## src/hw/crs_consts.vh

```
/*
 * Constants of the CPU register set: register offsets, field positions,
 * reset values and memory map boundaries.
 * Assumes inclusion by bare name from the design file of the same block.
 */
`ifndef CRS_CONSTS_VH
`define CRS_CONSTS_VH

// ----------------------------------------------------------------------------
// Wishbone register byte offsets
// ----------------------------------------------------------------------------
`define CRS_OFS_PC        8'h00
`define CRS_OFS_ACC       8'h04
`define CRS_OFS_TMP       8'h08
`define CRS_OFS_IDX       8'h0C
`define CRS_OFS_EXP       8'h10
`define CRS_OFS_STK       8'h14
`define CRS_OFS_PSW       8'h18
`define CRS_OFS_ALU       8'h1C
`define CRS_OFS_DEC       8'h20
`define CRS_OFS_GPR_SEL   8'h24
`define CRS_OFS_GPR_DATA  8'h28
`define CRS_OFS_MEM_ADDR  8'h2C
`define CRS_OFS_MEM_DATA  8'h30
`define CRS_OFS_IRQ       8'h34

// ----------------------------------------------------------------------------
// Condition flag positions inside the low byte of the status word
// ----------------------------------------------------------------------------
`define CRS_BIT_H         7
`define CRS_BIT_I         6
`define CRS_BIT_IL_HI     5
`define CRS_BIT_IL_LO     4
`define CRS_BIT_N         3
`define CRS_BIT_Z         2
`define CRS_BIT_V         1
`define CRS_BIT_C         0

// ----------------------------------------------------------------------------
// Reset values
// ----------------------------------------------------------------------------
`define CRS_RST_PC        16'hFFFD
`define CRS_RST_IL        2'h3

// ----------------------------------------------------------------------------
// Memory map (64 KiB)
// ----------------------------------------------------------------------------
`define CRS_IO_LAST       16'h007F
`define CRS_DIR_LAST      16'h00FF
`define CRS_GPR_BASE      16'h0100
`define CRS_GPR_LAST      16'h01FF
`define CRS_VEC_BASE      16'hFFC0
`define CRS_RAM_BASE      16'h0080
`define CRS_RAM_WORDS     384

// ----------------------------------------------------------------------------
// Region codes and operation codes
// ----------------------------------------------------------------------------
`define CRS_RGN_IO        3'h0
`define CRS_RGN_DIRECT    3'h1
`define CRS_RGN_GPR       3'h2
`define CRS_RGN_MAIN      3'h3
`define CRS_RGN_VECTOR    3'h4
`define CRS_OP_ADD        2'h0
`define CRS_OP_SUB        2'h1
`define CRS_OP_SHL        2'h2
`define CRS_OP_SHR        2'h3

`endif

```

## src/hw/crs_core.v

```verilog
/*
 * Programmer-visible register set of an 8-bit core: dedicated 16-bit
 * registers, condition flags with their update logic, interrupt gating,
 * banked general registers in internal RAM and memory-space decode.
 * Assumes a classic Wishbone master on the same clock and an interrupt
 * requester that is synchronous to clk_i.
 */
// Local design decisions: the placing of the registers and the Wishbone slave port.
`include "crs_consts.vh"

// Overview of operation
// - Decode one 64 KiB space holding I/O, internal RAM and ROM.
// - Addresses 0x0000..0x007F are peripheral registers, also reachable directly.
// - RAM 0x80..0xFF is the fast direct-addressed area.
// - RAM 0x100..0x1FF holds the banked general registers.
// - Reset leaves internal RAM contents untouched and undefined.
// - Program counter is 16 bits, next instruction address, resets to 0xFFFD.
// - Accumulator and temporary are 16 bits; byte operations use low byte.
// - Index, extra and stack pointers are 16 bits, undefined after reset.
// - Status word: bank pointer in upper byte, condition flags in lower.
// - Reset clears interrupt enable and loads interrupt mask with 11.
// - Half carry marks carry out of bit 3 or borrow from bit 4.
// - Interrupts are accepted only while interrupt enable is one.
// - Interrupt taken only if its priority beats mask; 11 blocks only level 3.
// - Negative flag follows the result's most significant bit.
// - Zero flag set exactly when the result is zero.
// - Overflow flag marks two's complement overflow.
// - Carry marks carry or borrow at bit 7 (bit 15 in wide operations); shifts load shifted-out bit.
// - General registers are 8 bits, eight per bank, up to 16 banks.
// - Bank pointer selects the active bank for general register references.
module crs_core (
    // Clock and reset
    input  wire        clk_i,
    input  wire        rst_i,
    // Wishbone slave
    input  wire        wb_cyc_i,
    input  wire        wb_stb_i,
    input  wire        wb_we_i,
    input  wire [7:0]  wb_adr_i,
    input  wire [3:0]  wb_sel_i,
    input  wire [31:0] wb_dat_i,
    output reg  [31:0] wb_dat_o,
    output reg         wb_ack_o,
    // Interrupt request from a peripheral, same clock
    input  wire        irq_req_i,
    input  wire [1:0]  irq_level_i,
    output reg         irq_accept_o,
    // Region of the last decoded address
    output reg  [2:0]  region_o
);

    // ------------------------------------------------------------------------
    // Functions
    // ------------------------------------------------------------------------

    // Classifies a 16-bit address into its memory region
    function [2:0] crs_region;
        input [15:0] addr;
        begin
            if (addr <= `CRS_IO_LAST) begin
                crs_region = `CRS_RGN_IO;
            end else if (addr <= `CRS_DIR_LAST) begin
                crs_region = `CRS_RGN_DIRECT;
            end else if (addr <= `CRS_GPR_LAST) begin
                crs_region = `CRS_RGN_GPR;
            end else if (addr >= `CRS_VEC_BASE) begin
                crs_region = `CRS_RGN_VECTOR;
            end else begin
                crs_region = `CRS_RGN_MAIN;
            end
        end
    endfunction

    // Merges the two low byte lanes of a write into a 16-bit register
    function [15:0] crs_lanes;
        input [15:0] old_val;
        input [15:0] new_val;
        input [1:0]  sel;
        begin
            crs_lanes = {sel[1] ? new_val[15:8] : old_val[15:8],
                         sel[0] ? new_val[7:0]  : old_val[7:0]};
        end
    endfunction

    // Turns a 16-bit memory address into an index of the RAM array
    function [8:0] crs_ram_index;
        input [15:0] addr;
        reg   [15:0] diff;
        begin
            diff          = addr - `CRS_RAM_BASE;
            crs_ram_index = diff[8:0];
        end
    endfunction

    // ------------------------------------------------------------------------
    // Storage
    // ------------------------------------------------------------------------
    reg  [15:0] program_counter_ff;
    reg  [15:0] acc_ff;
    reg  [15:0] tmp_ff;
    reg  [15:0] index_reg_ff;
    reg  [15:0] extra_pointer_ff;
    reg  [15:0] stack_pointer_ff;
    reg  [7:0]  bank_pointer_ff;
    reg  [7:0]  condition_flags_byte_ff;
    reg  [15:0] dec_addr_ff;
    reg  [2:0]  gpr_num_ff;
    reg  [15:0] mem_addr_ff;
    reg  [7:0]  ram_mem [0:`CRS_RAM_WORDS-1];    // No reset: contents undefined

    // ------------------------------------------------------------------------
    // Bus decode
    // ------------------------------------------------------------------------
    wire        bus_req = wb_cyc_i & wb_stb_i & ~wb_ack_o;
    wire        bus_wr  = bus_req & wb_we_i;
    wire [15:0] wr_val  = wb_dat_i[15:0];
    wire [1:0]  wr_sel  = wb_sel_i[1:0];

    // ------------------------------------------------------------------------
    // Bank address
    // ------------------------------------------------------------------------

    // Sixteen banks of eight byte registers; the low nibble picks the bank
    wire [3:0]  bank_sel  = bank_pointer_ff[3:0];
    wire [15:0] gpr_addr  = `CRS_GPR_BASE + {9'h000, bank_sel, gpr_num_ff};
    wire [8:0]  gpr_index = crs_ram_index(gpr_addr);
    wire        mem_in_ram = (mem_addr_ff >= `CRS_RAM_BASE) && (mem_addr_ff <= `CRS_GPR_LAST);
    wire [8:0]  mem_index = crs_ram_index(mem_addr_ff);

    // ------------------------------------------------------------------------
    // Arithmetic unit and flag evaluation
    // ------------------------------------------------------------------------
    reg  [15:0] nxt_acc;
    reg  [7:0]  nxt_flags;
    reg  [16:0] sum;
    reg  [4:0]  half;
    reg         msb_a;
    reg         msb_t;
    reg         msb_r;
    reg         wide;
    reg  [1:0]  op;

    // Byte operations touch only the low byte; the high byte of A stays
    always @* begin
        sum       = 17'h00000;
        half      = 5'h00;
        msb_a     = 1'b0;
        msb_t     = 1'b0;
        msb_r     = 1'b0;
        op        = wb_dat_i[1:0];
        wide      = wb_dat_i[2];
        nxt_acc   = acc_ff;
        nxt_flags = condition_flags_byte_ff;
        case (op)
            `CRS_OP_ADD, `CRS_OP_SUB: begin
                if (op == `CRS_OP_ADD) begin
                    sum  = {1'b0, acc_ff} + {1'b0, tmp_ff};
                    half = {1'b0, acc_ff[3:0]} + {1'b0, tmp_ff[3:0]};
                end else begin
                    sum  = {1'b0, acc_ff} - {1'b0, tmp_ff};
                    half = {1'b0, acc_ff[3:0]} - {1'b0, tmp_ff[3:0]};
                end
                nxt_flags[`CRS_BIT_H] = half[4];
                if (wide) begin
                    nxt_acc = sum[15:0];
                    msb_a   = acc_ff[15];
                    msb_t   = tmp_ff[15] ^ (op == `CRS_OP_SUB);
                    msb_r   = sum[15];
                    nxt_flags[`CRS_BIT_C] = sum[16];
                end else begin
                    nxt_acc = {acc_ff[15:8], sum[7:0]};
                    msb_a   = acc_ff[7];
                    msb_t   = tmp_ff[7] ^ (op == `CRS_OP_SUB);
                    msb_r   = sum[7];
                    // Carry or borrow across bit 7 seen through the operand bits
                    nxt_flags[`CRS_BIT_C] = sum[8] ^ acc_ff[8] ^ tmp_ff[8];
                end
                nxt_flags[`CRS_BIT_V] = (msb_a == msb_t) && (msb_r != msb_a);
            end
            `CRS_OP_SHL: begin
                if (wide) begin
                    nxt_acc = {acc_ff[14:0], 1'b0};
                    nxt_flags[`CRS_BIT_C] = acc_ff[15];
                end else begin
                    nxt_acc = {acc_ff[15:8], acc_ff[6:0], 1'b0};
                    nxt_flags[`CRS_BIT_C] = acc_ff[7];
                end
                nxt_flags[`CRS_BIT_V] = 1'b0;
            end
            `CRS_OP_SHR: begin
                if (wide) begin
                    nxt_acc = {1'b0, acc_ff[15:1]};
                end else begin
                    nxt_acc = {acc_ff[15:8], 1'b0, acc_ff[7:1]};
                end
                nxt_flags[`CRS_BIT_C] = acc_ff[0];
                nxt_flags[`CRS_BIT_V] = 1'b0;
            end
            default: begin
                nxt_acc = acc_ff;
            end
        endcase
        if (wide) begin
            nxt_flags[`CRS_BIT_N] = nxt_acc[15];
            nxt_flags[`CRS_BIT_Z] = (nxt_acc == 16'h0000);
        end else begin
            nxt_flags[`CRS_BIT_N] = nxt_acc[7];
            nxt_flags[`CRS_BIT_Z] = (nxt_acc[7:0] == 8'h00);
        end
    end

    // ------------------------------------------------------------------------
    // Dedicated registers
    // ------------------------------------------------------------------------

    // Only the program counter and interrupt control have a reset value
    always @(posedge clk_i) begin
        if (rst_i) begin
            program_counter_ff <= `CRS_RST_PC;
            condition_flags_byte_ff[`CRS_BIT_I] <= 1'b0;
            condition_flags_byte_ff[`CRS_BIT_IL_HI:`CRS_BIT_IL_LO] <= `CRS_RST_IL;
        end else if (bus_wr) begin
            case (wb_adr_i)
                `CRS_OFS_PC: begin
                    program_counter_ff <= crs_lanes(program_counter_ff, wr_val, wr_sel);
                end
                `CRS_OFS_PSW: begin
                    if (wr_sel[0]) begin
                        condition_flags_byte_ff <= wr_val[7:0];
                    end
                end
                `CRS_OFS_ALU: begin
                    if (wr_sel[0]) begin
                        condition_flags_byte_ff <= nxt_flags;
                    end
                end
                default: begin
                    program_counter_ff <= program_counter_ff;
                end
            endcase
        end
    end

    // Data and pointer registers are left undefined by reset
    always @(posedge clk_i) begin
        if (bus_wr) begin
            case (wb_adr_i)
                `CRS_OFS_ACC:      acc_ff           <= crs_lanes(acc_ff, wr_val, wr_sel);
                `CRS_OFS_TMP:      tmp_ff           <= crs_lanes(tmp_ff, wr_val, wr_sel);
                `CRS_OFS_IDX:      index_reg_ff     <= crs_lanes(index_reg_ff, wr_val, wr_sel);
                `CRS_OFS_EXP:      extra_pointer_ff <= crs_lanes(extra_pointer_ff, wr_val, wr_sel);
                `CRS_OFS_STK:      stack_pointer_ff <= crs_lanes(stack_pointer_ff, wr_val, wr_sel);
                `CRS_OFS_DEC:      dec_addr_ff      <= crs_lanes(dec_addr_ff, wr_val, wr_sel);
                `CRS_OFS_MEM_ADDR: mem_addr_ff      <= crs_lanes(mem_addr_ff, wr_val, wr_sel);
                `CRS_OFS_PSW: begin
                    if (wr_sel[1]) begin
                        bank_pointer_ff <= wr_val[15:8];
                    end
                end
                `CRS_OFS_GPR_SEL: begin
                    if (wr_sel[0]) begin
                        gpr_num_ff <= wr_val[2:0];
                    end
                end
                `CRS_OFS_ALU: begin
                    if (wr_sel[0]) begin
                        acc_ff <= nxt_acc;
                    end
                end
                default: begin
                    acc_ff <= acc_ff;
                end
            endcase
        end
    end

    // ------------------------------------------------------------------------
    // Internal RAM
    // ------------------------------------------------------------------------

    // Writes outside 0x80..0x1FF through the memory window are dropped
    always @(posedge clk_i) begin
        if (bus_wr && wr_sel[0]) begin
            if (wb_adr_i == `CRS_OFS_GPR_DATA) begin
                ram_mem[gpr_index] <= wr_val[7:0];
            end else if ((wb_adr_i == `CRS_OFS_MEM_DATA) && mem_in_ram) begin
                ram_mem[mem_index] <= wr_val[7:0];
            end
        end
    end

    // ------------------------------------------------------------------------
    // Wishbone answer
    // ------------------------------------------------------------------------

    // Ack one cycle after the request; unmapped offsets read zero
    always @(posedge clk_i) begin
        if (rst_i) begin
            wb_ack_o <= 1'b0;
            wb_dat_o <= 32'h00000000;
        end else begin
            wb_ack_o <= bus_req;
            wb_dat_o <= 32'h00000000;
            if (bus_req && !wb_we_i) begin
                case (wb_adr_i)
                    `CRS_OFS_PC:       wb_dat_o <= {16'h0000, program_counter_ff};
                    `CRS_OFS_ACC:      wb_dat_o <= {16'h0000, acc_ff};
                    `CRS_OFS_TMP:      wb_dat_o <= {16'h0000, tmp_ff};
                    `CRS_OFS_IDX:      wb_dat_o <= {16'h0000, index_reg_ff};
                    `CRS_OFS_EXP:      wb_dat_o <= {16'h0000, extra_pointer_ff};
                    `CRS_OFS_STK:      wb_dat_o <= {16'h0000, stack_pointer_ff};
                    `CRS_OFS_PSW:      wb_dat_o <= {16'h0000, bank_pointer_ff, condition_flags_byte_ff};
                    `CRS_OFS_DEC:      wb_dat_o <= {29'h00000000, crs_region(dec_addr_ff)};
                    `CRS_OFS_GPR_SEL:  wb_dat_o <= {16'h0000, gpr_addr};
                    `CRS_OFS_GPR_DATA: wb_dat_o <= {24'h000000, ram_mem[gpr_index]};
                    `CRS_OFS_MEM_ADDR: wb_dat_o <= {16'h0000, mem_addr_ff};
                    `CRS_OFS_MEM_DATA: wb_dat_o <= mem_in_ram ? {24'h000000, ram_mem[mem_index]} : 32'h00000000;
                    `CRS_OFS_IRQ:      wb_dat_o <= {31'h00000000, irq_accept_o};
                    default:           wb_dat_o <= 32'h00000000;
                endcase
            end
        end
    end

    // ------------------------------------------------------------------------
    // Interrupt gating and region output
    // ------------------------------------------------------------------------

    // Level 0 is the highest priority, so a lower code must beat the mask
    always @(posedge clk_i) begin
        if (rst_i) begin
            irq_accept_o <= 1'b0;
            region_o     <= `CRS_RGN_IO;
        end else begin
            irq_accept_o <= irq_req_i
                          & condition_flags_byte_ff[`CRS_BIT_I]
                          & (irq_level_i < condition_flags_byte_ff[`CRS_BIT_IL_HI:`CRS_BIT_IL_LO]);
            region_o     <= crs_region(dec_addr_ff);
        end
    end

endmodule

```

## config.mk

```make
export PLATFORM = sky130hd
export DESIGN_NAME = crs_core
export DESIGN_NICKNAME = d
export VERILOG_FILES = /design/src/hw/crs_core.v
export VERILOG_INCLUDE_DIRS = /design/src /design/src/hw
export SDC_FILE = /design/constraint.sdc
export NUM_CORES = 2
export LEC_CHECK = 0
export BUFFER_PORTS_ARGS = -buffer_cell sky130_fd_sc_hd__buf_2
export CORE_ASPECT_RATIO = 1.2
export CORE_MARGIN = 4
export CORE_UTILIZATION = 25
export DETAILED_ROUTE_END_ITERATION = 8
export SLEW_MARGIN = 10
export SYNTH_ARGS = -nofsm -noshare
export SYNTH_HDL_FRONTEND = slang
export SYNTH_SLANG_ARGS = --single-unit
```

## constraint.sdc

```tcl
create_clock -name clk_i -period 4.8 [get_ports clk_i]
set_input_delay 0.96 -clock clk_i [delete_from_list [all_inputs] [get_ports clk_i]]
set_output_delay 0.96 -clock clk_i [all_outputs]
set_load 0.1 [all_outputs]
```

# Word level (Yosys, flattened, before mapping)
# Memories as Yosys holds them, arrays and structs flattened.
# Index checks and enable logic that the tools add are counted.
# classes
n_reduce_logical	36
mux	39
magnitude_cmp	7
eq_ne	23
bitwise_logic	13
add_sub_neg	7
# ops
cell	count
$pmux 16 s13	1
$mux 16	4
$eq 8x6->1 const B	6
$pmux 16 s3	1
$reduce_and 3->1	16
$mux 8	5
$mux 17	2
$eq 8x5->1 const B	4
$le 16x9->1 const B	2
$pmux 16 s2	1
$sub 9x8->9 const B	2
$add 16x16->17	1
$sub 16x16->17	1
$eq 8x4->1 const B	2
$ge 16x16->1 const B	1
$ge 16x8->1 const B	1
$le 16x7->1 const B	1
$le 16x8->1 const B	1
$logic_not 16->1	1
$logic_not 8->1	2
$mux 1	16
$pmux 8 s2	1
$mux 3	4
$reduce_and 4->1	3
other kinds (26)	46
# word_totals
elab_cells	151
out_inout_bits	37
regBits	184
n_memories	1
ram_bits	3072
# memory_table
memory	depth	width	read_ports	rd_ports_with_merged_regs	write_ports	line_no	source
ram_mem	384	8	2	0	1	crs_core.v:109	reg [7:0] ram_mem [0:`CRS_RAM_WORDS-1];

# Longest topological paths before layout
# depth
word_depth	10
depth_mapped	17
mapped_depth_nobuf	16

# Least setup slack after synthesis
# No wires, ideal clock.
# synth_path
path_kind	input -> register
startpoint	input wb_dat_i[0]
endpoint	register condition_flags_byte_ff[1], data pin
path_buffers	2
arrival_time_ps	4304
cell_stages	15
setup_slack_ps	366
setup_ps	130
path_cell_list	buf_1 clkbuf_1 nor2_1 a31oi_1 xor2_1 ha_1 a211oi_1 o211ai_1 a41oi_1 o21ai_0 a21oi_1 xor2_1 mux2i_1 a2111oi_0 a21o_1
# synth_between
elab_chain_cells	10
word_cells_on_any_way	19
# synth_rtl
element	line_no	source
start, declared	crs_core.v:41	input wire [31:0] wb_dat_i,
$logic_not 2->1	crs_core.v:154	case (op)
$mux 17	crs_core.v:156	if (op == `CRS_OP_ADD) begin
$mux 17	crs_core.v:154	
$mux 1	crs_core.v:164	if (wide) begin
$mux 1	crs_core.v:154	
$ne 1x1->1	crs_core.v:178	nxt_flags[`CRS_BIT_V] = (msb_a == msb_t) && (msb_r != msb_a);
$logic_and 1x1->1	crs_core.v:178	
$pmux 2 s3 (*)	crs_core.v:154	
$mux 8 (*)	crs_core.v:233	if (wr_sel[0]) begin
$pmux 8 s2 (*)	crs_core.v:223	case (wb_adr_i)
end signal, assigned by index	crs_core.v:221	condition_flags_byte_ff[`CRS_BIT_IL_HI:`CRS_BIT_IL_LO] <= `CRS_RST_IL;
end signal, assigned	crs_core.v:229	condition_flags_byte_ff <= wr_val[7:0];
end signal, assigned	crs_core.v:234	condition_flags_byte_ff <= nxt_flags;
end, declared	crs_core.v:105	reg [7:0] condition_flags_byte_ff;
# Every way passes the cells marked *; elsewhere a longest branch is shown, timed or not. The select of a mux whose other input is x is not followed.
# A chain may end at the register's enable or synchronous reset.

# Final worst setup path
# layout_path
startpoint	register mem_addr_ff[3]
endpoint	register wb_dat_o[7]
# layout_between
elab_chain_cells	4
word_cells_on_any_way	7
# layout_rtl
element	line_no	source
start, declared	crs_core.v:108	reg [15:0] mem_addr_ff;
start signal, assigned	crs_core.v:254	`CRS_OFS_MEM_ADDR: mem_addr_ff <= crs_lanes(mem_addr_ff, wr_val, wr_sel);
$sub 9x8->9 (no source line) (tied with other cells)	--	
$mem_v2 384x8 / $logic_and 1x1->1 (equally long branches)	--	
$mux 8 (*)	crs_core.v:317	`CRS_OFS_MEM_DATA: wb_dat_o <= mem_in_ram ? {24'h000000, ram_mem[mem_index]} : 32'h00000000;
$pmux 16 s13 (*)	crs_core.v:305	case (wb_adr_i)
end signal, assigned	crs_core.v:306	`CRS_OFS_PC: wb_dat_o <= {16'h0000, program_counter_ff};
end signal, assigned	crs_core.v:317	
end signal, assigned	crs_core.v:318	`CRS_OFS_IRQ: wb_dat_o <= {31'h00000000, irq_accept_o};
end, declared	crs_core.v:42	output reg [31:0] wb_dat_o,
# Every way passes the cells marked *; elsewhere a longest branch is shown, timed or not.

==> impl_results.md <==
- Crit-path cells: buf_4, nor2_4, buf_12, buf_12, a22o_1, a221oi_1, o22ai_1, nor3_1, o22ai_1, nor4_1, buf_4, o22ai_1
- Die X: 677 um
- Max-Cap Viols: 0
- CP dominant cell by count: o22ai_1
- Sequential area share after synthesis: a little over 70%
- Netlist Area Pre-Place: 134000 um^2
- Synth area leaders: edfxtp_1, mux4_2, mux2i_1, a22oi_1, nor2_1
- Dpl cell area: 147000 um^2
- Post-synth top area share: 71.5%
- Post-CTS Resized: 0
- Critical path's largest stage delay: around 1100 ps
- Overall routed net length: 419000 um
- Leak pwr: 48.7 nW
- Period utilisation layout: 97.4%
- Drc violations: 0
- Setup Viol. Count Final: 0
- Critical Path RT: 5630 ps
- Tot GR Track Use: 14.7%
- Multi-input logic area: 35200 um^2
- Worst-path clk slew: around 60 ps
- PD cells: 366 nW/um^2
- FF/Latch Area: 96700 um^2
- Avg WL per Cell: 28.3 um
- Hold buffers post-CTS: 0
- Post-DP HPWL: 274000 um
- Clock root buffer: clkbuf_16
- Number of flops mapped to enable cells by yosys: 3194
- VDD IR max: 0.309 mV
- DR iter-0 viols: 10.1k
- First-pass DRT Iterations: 8
- Status: finished clean
- Global route overflow: 0
- DIE HEIGHT: 810 um
- Buffers on Ports: 54
- Worst Clk Skew: about 60 ps
- Share of layout cells above drive strength 1: 27.8%
- Grt met3 use: 3.03%
- Critical Path Source Type: register
- FFs w/ async S/R, synth: 0%
- Final net count: approximately 7.5k
- Tightest Pin Transition: 1400 ps
- CTS tree: done
- Most common cell in the netlist: edfxtp_1
- DP Cell Count: 14.2k
- Post-CTS setup buffer count: 0
- Final Wtd Congestion: 0.922
- GRT busiest layer: met2
- Flops & latches, synth: ~3.2k
- Top post-synthesis cells by count: edfxtp_1, mux4_2, nor2_1, a22oi_1, mux2i_1
- WP data arrival: 5500 ps
- First-pass GRT wire length: between 500000 and 600000 um
- Syn_area_per_cell: about 19 um^2
- RSZ-0062 raised after global routing: no
- Clock Tree Buf Depth: 4
- Post-route ant nets: 0
- Clk_lat worst skew: about 960 ps
- Fin Setup TNS: 0 ps
- Library cells used by synthesis: 82
- Post-route design area: 158000 um^2
- Core area: 534000 um^2
- P&R area growth vs syn: 18.0%
- Util after Layout: 29.6%
- Kind of end point of the critical path: register
- H-tree depth: 5
- Number of global-route vias before repair: 76.9k
- M1 GR Usage: 17.8%
- Synthesized instance count: 6910
- Row count: just under 300
- Max-slew violations: 0
- FILL cells: 51.8k
- Worst min path class: in2reg
- Total clock sinks: 3234
- Die ar.: between 500000 and 600000 um^2
- Synthesis Warnings: 0
- Fin cells: 14.8k
- Worst path slowest cell: edfxtp_1
- Vias per std cell: 5.09
- Initial Util: 25.1%
- Initial antenna violation count: 10
- Largest net degree at the start of global routing: 191
- Grt met2 use: 24.7%
- Num CTS Buffers: roughly 340
- DR vias: 75.6k
- Final min period: 4670 ps
- Yosys top cell by area: edfxtp_1
- IO Pins: 89
- Final-report hold violation count: 0
- Highest clock rate: between 0.2 and 0.25 GHz
- Crit path kind: reg2reg
- Main synth FF type: edfxtp_1
- Critical Path Fanout Max: 30
- Max-slew headroom: approximately 6.4%
==> metrics by stage <==
step / hold slack (ps) / setup WS (ps) / power [mW]
final: 284 / 126 / 57.9
after global routing: 261 / 82.3 / 59.4
after CTS: 213 / 281 / 58.2
after detailed placement: 463 / -33.9 / 32.4
after global placement: 453 / -89.7 / 32.4
after floorplan: 436 / 366 / 31.8
==> cell usage in the layout (no fill, tap or decap), drive strengths merged, types with 21 or more instances in the layout <==
cell type  instances
edfxtp          3194
mux4             911
buf              687
nor2             489
clkbuf           415
a22oi            330
mux2i            248
nand2            154
a21oi            139
clkinv           137
a221oi            88
o22ai             84
nor3              84
o21ai             82
a22o              65
nand3             52
dfxtp             40
nand4             36
o211ai            35
bufinv            32
a31oi             30
inv               29
mux2              27
a211oi            22
nor4              21
nor2b             21
==> final timing paths <==
check	cells after the start	from	slack [ps]	endpoint
worst max-delay path	12	mem_addr_ff[3]	130	wb_dat_o[7]
worst min-delay path	3	irq_req_i	280	irq_accept_o
worst max register to register	12	mem_addr_ff[3]	130	wb_dat_o[7]
worst min register to register	1	wb_ack_o	470	wb_ack_o
==> power by group <==
part / total, mW / leakage (nW) / switching, mW / internal, mW
registers: 31.0 / 29.0 / 0.000720 / 31.0
logic: 0.792 / 14.4 / 0.672 / 0.120
clock network: 26.1 / 5.29 / 11.2 / 14.9
==> critical path, delay by kind of cell, from the launching register on <==
kind / cells / cell delay, ps
AND/OR/NAND/NOR: 3 / 1000
AO/OA/AOI/OAI: 5 / 1370
buffers and inverters: 4 / 1020
flip-flops: 1 / 1080
==> flip-flops by register name, indices dropped and copies added (netlist names) <==
name	cells
dec_addr_ff	10
tmp_ff	16
gpr_num_ff	3
acc_ff	16
stack_pointer_ff	16
bank_pointer_ff	8
ram_mem	3072
mem_addr_ff	16
condition_flags_byte_ff	8
wb_ack_o	1
wb_dat_o	16
irq_accept_o	1
program_counter_ff	16
index_reg_ff	16
region_o	3
extra_pointer_ff	16
==> layout make-up <==
class | count | area share [%]
flip-flops and latches | 3234 | 61.1
repair buffers | 687 | 4.02
inverters | 20 | 0.0482
well taps | 7104 | 5.62
multi-input cells | 3173 | 22.3
diodes | 8 | 0.0127
clock buffers | 415 | 5.58
clock inverters | 192 | 1.34
==> metal layers <==
| layer | share of wire (%) | routed length, um |
|---|---|---|
| met5 | 0.016 | 69 |
| met4 | 5.7 | 23800 |
| met3 | 8.9 | 37100 |
| met2 | 49 | 205000 |
| met1 | 37 | 154000 |
==> cells by family after synthesis <==
logic type	count (synthesis)	share of synthesized area [%]
adder cells (fa/ha/maj)	20	0.192
AND/OR/NAND/NOR	938	3.12
XOR/XNOR	29	0.189
multiplexers	1186	17.4
flip-flops	3234	72.1
AO/OA/AOI/OAI	984	5.23
other	1	0.00280
buffers and inverters	518	1.76
(Power assumes the default switching activity.)
